$ cat config.mk
export PLATFORM = sky130hd
export DESIGN_NAME = adc_area_decode
export DESIGN_NICKNAME = d
export VERILOG_FILES = /design/src/hdl/adc_pkg.sv /design/src/hdl/adc_area_decode.sv
export VERILOG_INCLUDE_DIRS = /design/src /design/src/hdl
export SDC_FILE = /design/constraint.sdc
export NUM_CORES = 1
export LEC_CHECK = 0
export BUFFER_PORTS_ARGS = -buffer_cell sky130_fd_sc_hd__clkbuf_2
export CAP_MARGIN = 10
export CORE_MARGIN = 2
export CORE_UTILIZATION = 50
export DETAILED_ROUTE_END_ITERATION = 7
export PLACE_DENSITY = 0.88
export SYNTH_ARGS = -nofsm -noshare
export SYNTH_HDL_FRONTEND = slang
export SYNTH_SLANG_ARGS = --single-unit
$ cat constraint.sdc
create_clock -name mclk_in -period 2.15 [get_ports mclk_in]
set_input_delay 0.215 -clock mclk_in [delete_from_list [all_inputs] [get_ports mclk_in]]
set_output_delay 0.215 -clock mclk_in [all_outputs]
set_load 0.01 [all_outputs]
$ cat src/hdl/adc_cfg.svh
`ifndef ADC_CFG_SVH
`define ADC_CFG_SVH

// ------------------------------------------------------------
// register map (byte addresses)
// ------------------------------------------------------------
`define ADC_OFS_BUS_CTRL 12'h000
`define ADC_OFS_DRAM_CTRL 12'h004
`define ADC_OFS_LWAIT_CTRL 12'h008
`define ADC_OFS_STATUS 12'h00C

// ------------------------------------------------------------
// field positions
// ------------------------------------------------------------
`define ADC_BCR_DRAM_BIT 0
`define ADC_BCR_IO_BIT 1
`define ADC_DCR_MUX_BIT 0
`define ADC_LW_A02_LO 0
`define ADC_LW_A6_LO 2

// ------------------------------------------------------------
// reset values
// ------------------------------------------------------------
`define ADC_RST_BCR 2'h0
`define ADC_RST_DCR 1'h0
`define ADC_RST_LWAIT 4'hF

// ------------------------------------------------------------
// decode constants
// ------------------------------------------------------------
`define ADC_MODE_EXT8 3'h0
`define ADC_MODE_EXT16 3'h1
`define ADC_MODE_ROM32 3'h2
`define ADC_AREA_LSB 24
`define ADC_WIDTH_BIT 27
`define ADC_ROM16K_BITS 14
`define ADC_ROM32K_BITS 15
`define ADC_PERIPH_BITS 9
`define ADC_RAM_BITS 10
`define ADC_EXT_BITS 22
`define ADC_PERIPH_WBIT 8
`define ADC_MUXIO_WBIT 14

`endif

$ cat src/hdl/adc_pkg.sv
package adc_pkg;

    typedef enum logic [2:0] {
        ADC_TGT_NONE,
        ADC_TGT_ROM,
        ADC_TGT_RAM,
        ADC_TGT_PERIPH,
        ADC_TGT_EXT,
        ADC_TGT_DRAM,
        ADC_TGT_MUXIO
    } adc_target_t;

    typedef enum logic [1:0] {
        ADC_W8,
        ADC_W16,
        ADC_W32
    } adc_width_t;

    typedef enum logic [1:0] {
        ADC_ST_IDLE,
        ADC_ST_RESP
    } adc_bus_st_t;

    typedef struct packed {
        logic valid;
        logic [31:0] addr;
    } adc_req_t;

    typedef struct packed {
        logic [7:0] sel_n;
        adc_target_t target;
        adc_width_t width;
        logic [23:0] ext_addr;
        logic ext_a23_a22_drive;
        logic row_col_mux;
        logic [2:0] long_wait;
    } adc_dec_t;

    typedef struct packed {
        adc_bus_st_t st;
        logic hwrite;
        logic [11:0] haddr;
        logic [31:0] hrdata;
        logic [1:0] bus_control_reg;
        logic dram_control_reg;
        logic [3:0] lwait;
        adc_dec_t dec;
    } adc_state_t;

endpackage

$ cat src/hdl/adc_area_decode.sv
`timescale 1ns/100ps
`include "adc_cfg.svh"
// Operation
// - address bits 26-24 pick area 0-7; its low-active select goes low during external or muxed I/O access
// - selects assert only for external and area 6 muxed I/O accesses; areas 0,5,7 on-chip stay high
// - area 1 DRAM accesses keep area 1 select high
// - bits 23,22 not driven except row/column muxing; 4 Mbyte shadows
// - bit 27 only changes valid data lanes in switchable areas
// - area 0 set by boot mode pins: 000 ext8, 001 ext16, 010 rom32
// - rom ignores bits 23-14 (16k) or 23-15 (32k)
// - areas 0 and 2 external use shared two-bit long wait, 1 to 4
// - area 1 is DRAM space when DRAM enable set, else external
// - areas 1-4 external: 8-bit at bit27=0, 16-bit at bit27=1
// - row/column mux drives bits 23-0, 16 Mbyte DRAM space
// - areas 2,3,4 always external, selects asserted
// - area 5 bit27=0 peripherals, 512 byte shadows, bit 8 width, select high
// - area 5 bit27=1 external 16-bit, select asserted
// - area 6 bit27=0 muxed I/O if enabled else external; bit27=1 external
// - muxed I/O: bit 14 selects width, area 6 select asserted
// - area 6 external: bit 14 width at bit27=0, 16-bit at bit27=1
// - area 6 external uses own two-bit long wait field
// - area 7 bit27=0 external 8-bit, select asserted, bits 23,22 hidden
// - area 7 bit27=1 on-chip 1 kbyte 32-bit RAM, ignore 23-10, select high
// - top four address bits ignored, only 28-bit address decoded
module adc_area_decode import adc_pkg::*; #(
    parameter bit ROM_32K = 1'b0
) (
    input wire logic mclk_in,
    input wire logic nrst_in,
    input wire adc_req_t req_in,
    input wire logic [2:0] boot_mode_pins_in,
    input wire logic hsel_in,
    input wire logic [31:0] haddr_in,
    input wire logic [1:0] htrans_in,
    input wire logic hwrite_in,
    input wire logic [2:0] hsize_in,
    input wire logic [31:0] hwdata_in,
    input wire logic hready_in,
    output logic [31:0] hrdata_out,
    output logic hreadyout_out,
    output logic hresp_out,
    output logic [7:0] area_select_n_out,
    output adc_target_t target_out,
    output adc_width_t width_out,
    output logic [23:0] ext_addr_out,
    output logic ext_a23_a22_drive_out,
    output logic row_col_mux_out,
    output logic [2:0] long_wait_out
);

    // ------------------------------------------------------------
    // mode pins, two-flop synchroniser
    // ------------------------------------------------------------
    logic [2:0] mode_meta_ff;
    logic [2:0] mode_sync_ff;

    always_ff @(posedge mclk_in) begin
        if (!nrst_in) begin
            mode_meta_ff <= 3'h0;
            mode_sync_ff <= 3'h0;
        end else begin
            mode_meta_ff <= boot_mode_pins_in;
            mode_sync_ff <= mode_meta_ff;
        end
    end

    // ------------------------------------------------------------
    // state
    // ------------------------------------------------------------
    adc_state_t cur_ff;
    adc_state_t nxt_cur;

    // ------------------------------------------------------------
    // decode function
    // ------------------------------------------------------------
    function automatic adc_dec_t decode(input adc_req_t r, input logic [2:0] mode, input logic dram_en,
                                        input logic io_en, input logic mux_en, input logic [3:0] lw);
        adc_dec_t d;
        logic [2:0] area;
        logic hi;
        logic ext;
        d = '0;
        d.sel_n = 8'hFF;
        d.target = ADC_TGT_NONE;
        d.width = ADC_W8;
        area = r.addr[`ADC_AREA_LSB +: 3];
        hi = r.addr[`ADC_WIDTH_BIT];
        ext = 1'b0;
        if (r.valid) begin
            d.width = hi ? ADC_W16 : ADC_W8;
            case (area)
                3'h0: begin
                    if (mode == `ADC_MODE_ROM32) begin
                        d.target = ADC_TGT_ROM;
                        d.width = ADC_W32;
                    end else begin
                        ext = 1'b1;
                        d.width = (mode == `ADC_MODE_EXT16) ? ADC_W16 : ADC_W8;
                        d.long_wait = {1'b0, lw[`ADC_LW_A02_LO +: 2]} + 3'h1;
                    end
                end
                3'h1: begin
                    if (dram_en) begin
                        d.target = ADC_TGT_DRAM;
                        d.row_col_mux = mux_en;
                    end else begin
                        ext = 1'b1;
                    end
                end
                3'h2: begin
                    ext = 1'b1;
                    d.long_wait = {1'b0, lw[`ADC_LW_A02_LO +: 2]} + 3'h1;
                end
                3'h3, 3'h4: begin
                    ext = 1'b1;
                end
                3'h5: begin
                    if (hi) begin
                        ext = 1'b1;
                        d.width = ADC_W16;
                    end else begin
                        d.target = ADC_TGT_PERIPH;
                        d.width = r.addr[`ADC_PERIPH_WBIT] ? ADC_W16 : ADC_W8;
                    end
                end
                3'h6: begin
                    if (!hi && io_en) begin
                        d.target = ADC_TGT_MUXIO;
                        d.sel_n[6] = 1'b0;
                        d.width = r.addr[`ADC_MUXIO_WBIT] ? ADC_W16 : ADC_W8;
                    end else begin
                        ext = 1'b1;
                        d.width = (hi || r.addr[`ADC_MUXIO_WBIT]) ? ADC_W16 : ADC_W8;
                        d.long_wait = {1'b0, lw[`ADC_LW_A6_LO +: 2]} + 3'h1;
                    end
                end
                default: begin
                    if (hi) begin
                        d.target = ADC_TGT_RAM;
                        d.width = ADC_W32;
                    end else begin
                        ext = 1'b1;
                        d.width = ADC_W8;
                    end
                end
            endcase
            if (ext) begin
                d.target = ADC_TGT_EXT;
                d.sel_n[area] = 1'b0;
            end
            // address seen by the target, with shadows folded away
            case (d.target)
                ADC_TGT_ROM: d.ext_addr = ROM_32K ? {9'h0, r.addr[`ADC_ROM32K_BITS-1:0]}
                                                  : {10'h0, r.addr[`ADC_ROM16K_BITS-1:0]};
                ADC_TGT_PERIPH: d.ext_addr = {15'h0, r.addr[`ADC_PERIPH_BITS-1:0]};
                ADC_TGT_RAM: d.ext_addr = {14'h0, r.addr[`ADC_RAM_BITS-1:0]};
                ADC_TGT_DRAM: d.ext_addr = mux_en ? r.addr[23:0]
                                                  : {2'h0, r.addr[`ADC_EXT_BITS-1:0]};
                default: d.ext_addr = {2'h0, r.addr[`ADC_EXT_BITS-1:0]};
            endcase
            d.ext_a23_a22_drive = (d.target == ADC_TGT_DRAM) && mux_en;
        end
        return d;
    endfunction

    // ------------------------------------------------------------
    // next state: bus slave plus registered decode
    // ------------------------------------------------------------
    always_comb begin
        nxt_cur = cur_ff;
        // unmapped offsets read zero and ignore writes
        if (cur_ff.st == ADC_ST_RESP && cur_ff.hwrite) begin
            if (cur_ff.haddr == `ADC_OFS_BUS_CTRL) begin
                nxt_cur.bus_control_reg = hwdata_in[1:0];
            end else if (cur_ff.haddr == `ADC_OFS_DRAM_CTRL) begin
                nxt_cur.dram_control_reg = hwdata_in[`ADC_DCR_MUX_BIT];
            end else if (cur_ff.haddr == `ADC_OFS_LWAIT_CTRL) begin
                nxt_cur.lwait = hwdata_in[3:0];
            end
        end
        nxt_cur.st = ADC_ST_IDLE;
        if (hsel_in && hready_in && htrans_in[1]) begin
            nxt_cur.st = ADC_ST_RESP;
            nxt_cur.hwrite = hwrite_in;
            nxt_cur.haddr = haddr_in[11:0];
            nxt_cur.hrdata = 32'h0;
            if (haddr_in[11:0] == `ADC_OFS_BUS_CTRL) begin
                nxt_cur.hrdata = {30'h0, cur_ff.bus_control_reg};
            end else if (haddr_in[11:0] == `ADC_OFS_DRAM_CTRL) begin
                nxt_cur.hrdata = {31'h0, cur_ff.dram_control_reg};
            end else if (haddr_in[11:0] == `ADC_OFS_LWAIT_CTRL) begin
                nxt_cur.hrdata = {28'h0, cur_ff.lwait};
            end else if (haddr_in[11:0] == `ADC_OFS_STATUS) begin
                nxt_cur.hrdata = {cur_ff.dec.sel_n, 1'b0, cur_ff.dec.target, 2'h0, cur_ff.dec.width,
                                  mode_sync_ff, 1'b0, cur_ff.dec.long_wait, cur_ff.dec.row_col_mux,
                                  cur_ff.dec.ext_a23_a22_drive, 7'h0};
            end
        end
        nxt_cur.dec = decode(req_in, mode_sync_ff, cur_ff.bus_control_reg[`ADC_BCR_DRAM_BIT],
                             cur_ff.bus_control_reg[`ADC_BCR_IO_BIT], cur_ff.dram_control_reg, cur_ff.lwait);
    end

    always_ff @(posedge mclk_in) begin
        if (!nrst_in) begin
            cur_ff <= '0;
            cur_ff.bus_control_reg <= `ADC_RST_BCR;
            cur_ff.dram_control_reg <= `ADC_RST_DCR;
            cur_ff.lwait <= `ADC_RST_LWAIT;
            cur_ff.dec.sel_n <= 8'hFF;
        end else begin
            cur_ff <= nxt_cur;
        end
    end

    // ------------------------------------------------------------
    // outputs
    // ------------------------------------------------------------
    // hsize_in is accepted but only whole-word transfers are expected
    assign hrdata_out = cur_ff.hrdata;
    assign hreadyout_out = 1'b1;
    assign hresp_out = 1'b0;
    assign area_select_n_out = cur_ff.dec.sel_n;
    assign target_out = cur_ff.dec.target;
    assign width_out = cur_ff.dec.width;
    assign ext_addr_out = cur_ff.dec.ext_addr;
    assign ext_a23_a22_drive_out = cur_ff.dec.ext_a23_a22_drive;
    assign row_col_mux_out = cur_ff.dec.row_col_mux;
    assign long_wait_out = cur_ff.dec.long_wait;

endmodule

# After elaboration in Yosys (flattened, before gate mapping)
# Index checks and enable logic that the tools add are counted.
[totals]
elab_cells = 99
register_bits = 102
inputBits = 110
[classes]
n_mux = 39
n_bitwise = 4
eq_ne = 18
addsub = 2
n_reduce_logical = 18
n_lt_le_gt_ge = 2
[op_table]
columns = ["op", "n"]
rows = [
  ["2-to-1 mux 32 bit", 4],
  ["case mux 24 bit (4 select lines)", 1],
  ["2-to-1 mux 46 bit", 1],
  ["equality test 12 x 4 -> 1 bit, second input constant", 3],
  ["equality test 12 x 3 -> 1 bit, second input constant", 2],
  ["logical NOT 12 bit", 2],
  ["2-to-1 mux 24 bit", 1],
  ["2-to-1 mux 11 bit", 2],
  ["2-to-1 mux 1 bit", 17],
  ["equality test 3 x 2 -> 1 bit, second input constant", 5],
  ["case mux 3 bit (5 select lines)", 1],
  ["equality test 3 bit, second input constant", 4],
  ["2-to-1 mux 3 bit", 4],
  ["equality test 3 x 1 -> 1 bit, second input constant", 3],
  ["case mux 3 bit (3 select lines)", 1],
  ["AND 8 bit", 1],
  ["2-to-1 mux 2 bit", 4],
  ["NOT 8 bit", 1],
  ["case mux 2 bit (4 select lines)", 1],
  ["AND reduction 4 bit", 2],
  ["adder 2 x 1 -> 3 bit, second input constant", 2],
  ["logical AND 1 bit", 6],
  ["case mux 1 bit (5 select lines)", 1],
  ["< comparator 3 x 4 -> 1 bit, second input constant", 1],
  ["other kinds (11)", 13],
]

# Logic depth before layout (Yosys ltp)
[logic_depth]
ltp_word = 10
mapped_depth = 6
ltp_nobuf = 4

# Worst setup path after synthesis
# No wires, ideal clock.
[synth_path]
kind = "flip-flop to flip-flop"
from = "register cur_ff[90] (netlist bit)"
to = "register cur_ff[42] (netlist bit)"
stages_incl_launch_ff = 5
arrival_ns = 1.153
setup_ns = 0.125
t_required_ns = 2.025
synth_period_minus_slack_ns = 1.279
n_path_buf = 0
slack_ns = 0.871
path_cell_list = "dfxtp_1 > nor4b_2 > nand4_1 > mux2i_1 > nand2_1"
[synth_via]
elab_chain_cells = 3
word_cells_on_any_way = 6
cone_classes = "eq/ne (2); bitwise (2); reduce/logical (2)"
[synth_lines]
columns = ["element", "line", "text"]
rows = [
  ["from (decl)", "adc_area_decode.sv:70", "adc_state_t cur_ff;"],
  ["from (signal assigned)", "adc_area_decode.sv:211", "cur_ff <= nxt_cur;"],
  ["equality test 12 x 3 -> 1 bit (no source line) or logical NOT 12 bit (tied branches)", "n/a", ""],
  ["NOT 1 bit (no source line)", "n/a", ""],
  ["AND reduction 4 bit (no source line) *", "n/a", ""],
]
# Every way passes the cells marked *; elsewhere a longest branch is shown, timed or not.
# A chain may end at the register's enable or synchronous reset.

# Worst setup path in the final report
[layout_path]
from = "register cur_ff[87] (netlist bit)"
to = "register cur_ff[43] (netlist bit)"
# Same word-level chain as after synthesis.

==> flow_summary.yaml <==
worst_setup_path:
  crit_slowest_cell: "nor4b_2"
  worstSetupStartpointType: "register"
  crit_path_max_incr_delay_ns: 0.39
  reg2reg_to: "cur_ff[43]"
  path_delay_family: "simple AND/OR/NAND/NOR gates"
  required_ns: 2.39
  reg2reg_slack_ns: 0.64
  crit_start: "cur_ff[87]"
  arrival_ns: 1.75
  r2r.worst_path.cells: 4
  reg2reg_from: "cur_ff[87]"
  path_class: "register to register"
  path_buf_inv: 0
  critPathCaptureType: "register"
  path_max_fanout: 4
  cp_cell_sequence: "nor4b_2 > nand4_1 > mux2i_1 > nand2_1"
die:
  coreArea_mm2: 0.00761
  initial_core_util_pct: 50.7
  pin_count: 186
  die_x_um: 91.8
  fp.dieArea_mm2: 0.00843
  fp-row-count: 32
  die_y_um: 91.8
sta:
  finalSetupViolations: 0
  setup_slack_ns: 0.640
  period_needed_ns: 1.51
  drv_slew: 0
  hold_viol_final: 0
  skew_ns: 0.00932
  fmax_mhz: 662
  grt_setup_unrepaired: "no"
  timing.final.crit_share_pct: 70.2
  setup_tns_ns: 0
routing:
  routed_via_density: 4.94
  drc: 0
  firstDrtPassIters: 4
  vias: 2658
  first_iter_violations: 95
  drt_wl_total_mm: 7.22
  ant_nets: 0
  routedWlPerCell_um: 13.4
logic_synthesis:
  synth_adder_area_share_pct: 0.649
  synth_edf_count: 0
  yosys.area_share.xor_xnor_pct: 0.227
  synthMuxAreaShare_pct: 2.08
  synth_warnings: 0
  async_flop_share_pct: 0
  syn_inst: 383
  synth-compound-area-share_pct: 12.7
  ys_seq_area_share_pct: 48.8
  ys.flop_type: "dfxtp_1"
  syn_area_per_cell_um2: 10.1
  syn_area_mm2: 0.00385
  synth-simple-area-share_pct: 18.2
  synth.distinct_cells: 49
  synth_top_family_by_area: "simple AND/OR/NAND/NOR gates"
  synth_seq_cells: 94
global_routing:
  grt_pass1_wl_mm: 11.8
  first_global_vias: 2537
  antenna_found_initial: 0
  grt_max_degree: 29
  grt_overflow: 0
  grt_usage_pct: 17.7
power_and_ir_drop:
  max-vdd-ir-drop_mv: 0.379
  powerDensity_mw_per_mm2: 749
  p_leak_nw: 1.92
cells_and_area:
  final_nets: 545
  area_growth_syn_to_layout_pct: 8.44
  n_antenna_cell: 0
  drive_gt1_share_pct: 35.3
clock_tree:
  clkTransAtPathRegs_ns: 0.09
  root_buffer: "clkbuf_8"
  cts_tree: "built"
  htree_levels: 3
  cts.sinks: 94
  insertion_delay_ns: 0.35
  cts_resized: 0
  postCtsSetupBuffers: 0
  cts_made_buffers: 9
  clockBufferDepth: 2
  hold_buffers: 0
placement:
  place_hpwl_mm: 5.47
  io_buffers: 120
  dpl_worst_slack_ns: 0.549
  gp_congestion: 0.799
hold_path:
  min_to: "ext_addr_out[23]"
  hold_class: "input pin to register"
  hold_start: "req_in[23]"
  min_path_cells: 2
run:
  cap_viol_max_count: 0
status:
  status: "completed"
layer usage:
layer | share of wire [%] | track usage, % | vias up | wire length, µm
met5 | 0 | 0 | - | 0
met4 | 1.8 | 6.97 | 0 | 127
met3 | 6.3 | 5.26 | 9 | 452
met2 | 50 | 30.6 | 82 | 3620
met1 | 42 | 20.5 | 1250 | 3020
li1 | - | - | 1317 | -
logic make-up (layout without fill, tap and decap cells):
group | count (synthesis) | in the layout
simple gates | 124 | 124
buf+inv | 96 | 142
flops | 94 | 94
compound gates | 56 | 56
mux | 8 | 8
fa+ha+maj | 2 | 2
other cells | 2 | 9
xor+xnor | 1 | 1
cells in the mapped netlist, types with 2 or more instances:
| library cell | instances | area [µm²] |
|---|---|---|
| dfxtp_1 | 94 | 1880 |
| buf_4 | 76 | 571 |
| nand2_1 | 43 | 161 |
| a22o_1 | 26 | 228 |
| and2_1 | 23 | 144 |
| a21boi_0 | 13 | 97.6 |
| and3_1 | 11 | 68.8 |
| clkbuf_1 | 10 | 37.5 |
| mux2i_1 | 8 | 80.1 |
| nor2_1 | 7 | 26.3 |
| nor2b_1 | 7 | 43.8 |
| buf_2 | 5 | 25.0 |
| nand3_1 | 5 | 25.0 |
| nand4_1 | 5 | 31.3 |
| inv_1 | 4 | 15.0 |
| nor3_1 | 4 | 20.0 |
| a21oi_1 | 3 | 15.0 |
| conb_1 | 2 | 7.51 |
| ha_1 | 2 | 25.0 |
| nor2_2 | 2 | 12.5 |
| nor4_1 | 2 | 12.5 |
| nor4_2 | 2 | 25.0 |
| nor4b_2 | 2 | 30.0 |
| o31ai_1 | 2 | 15.0 |
sequential cells by signal, summed over array words and instances, names as in the netlist:
signal,cells
hrdata_out,25
ext_addr_out,24
cur_ff,21
area_select_n_out,8
long_wait_out,3
mode_meta_ff,3
mode_sync_ff,3
target_out,3
width_out,2
ext_a23_a22_drive_out,1
row_col_mux_out,1
where the power goes:
group,internal (mW),switching (mW)
Sequential,1.78,0.0162
Clock,0.528,0.579
Combinational,0.0996,0.131
per-stage QoR:
step / std cells / util [%] / hold WS, ns / power, mW / cell area [µm²]
6_report: 538 / 54.9 / 0.0638 / 3.13 / 4180
2_1_floorplan: 390 / - / 0.319 / 2.01 / 3880
3_3_place_gp: 524 / 52.5 / 0.415 / 2.06 / 3990
4_1_cts: 538 / 54.9 / 0.0450 / 3.17 / 4180
3_5_place_dp: 524 / 52.5 / 0.422 / 2.07 / 3990
5_1_grt: 538 / 54.9 / 0.0451 / 3.27 / 4180
layout by cell type (no fill, tap or decap), drive strengths merged, types with 2 or more instances in the layout:
master and instances:
a21oi 3, inv 5, nor4 4, nor2 10, and2 23, a21boi 14
nor2b 7, nand2 43, mux2i 8, nand4 5, and3 11, a22o 26
nor3 4, dfxtp 94, nand3 5, clkinvlp 3, nor3b 2, conb 9
a31oi 2, buf 4, ha 2, o31ai 2, nor4b 2, clkbuf 129
area by class of cell:
type | count | area [µm²]
Timing Repair Buffer | 124 | 631
Clock buffer | 9 | 124
Tap cell | 102 | 128
Multi-Input combinational cell | 200 | 1340
Sequential cell | 94 | 1880
Inverter | 4 | 15.0
Fill cell | 701 | 3430
Clock inverter | 5 | 61.3
worst max-delay path by stage:
stage                      to  slack, ns  cells after the start
2_1_floorplan      cur_ff[42]       0.87                      4
3_3_place_gp   hrdata_out[14]       0.59                      6
3_5_place_dp   hrdata_out[27]       0.55                      6
4_1_cts            cur_ff[43]       0.61                      4
5_1_grt            cur_ff[44]       0.52                      4
6_report           cur_ff[43]       0.64                      4
Power figures use the tool's default switching activity.
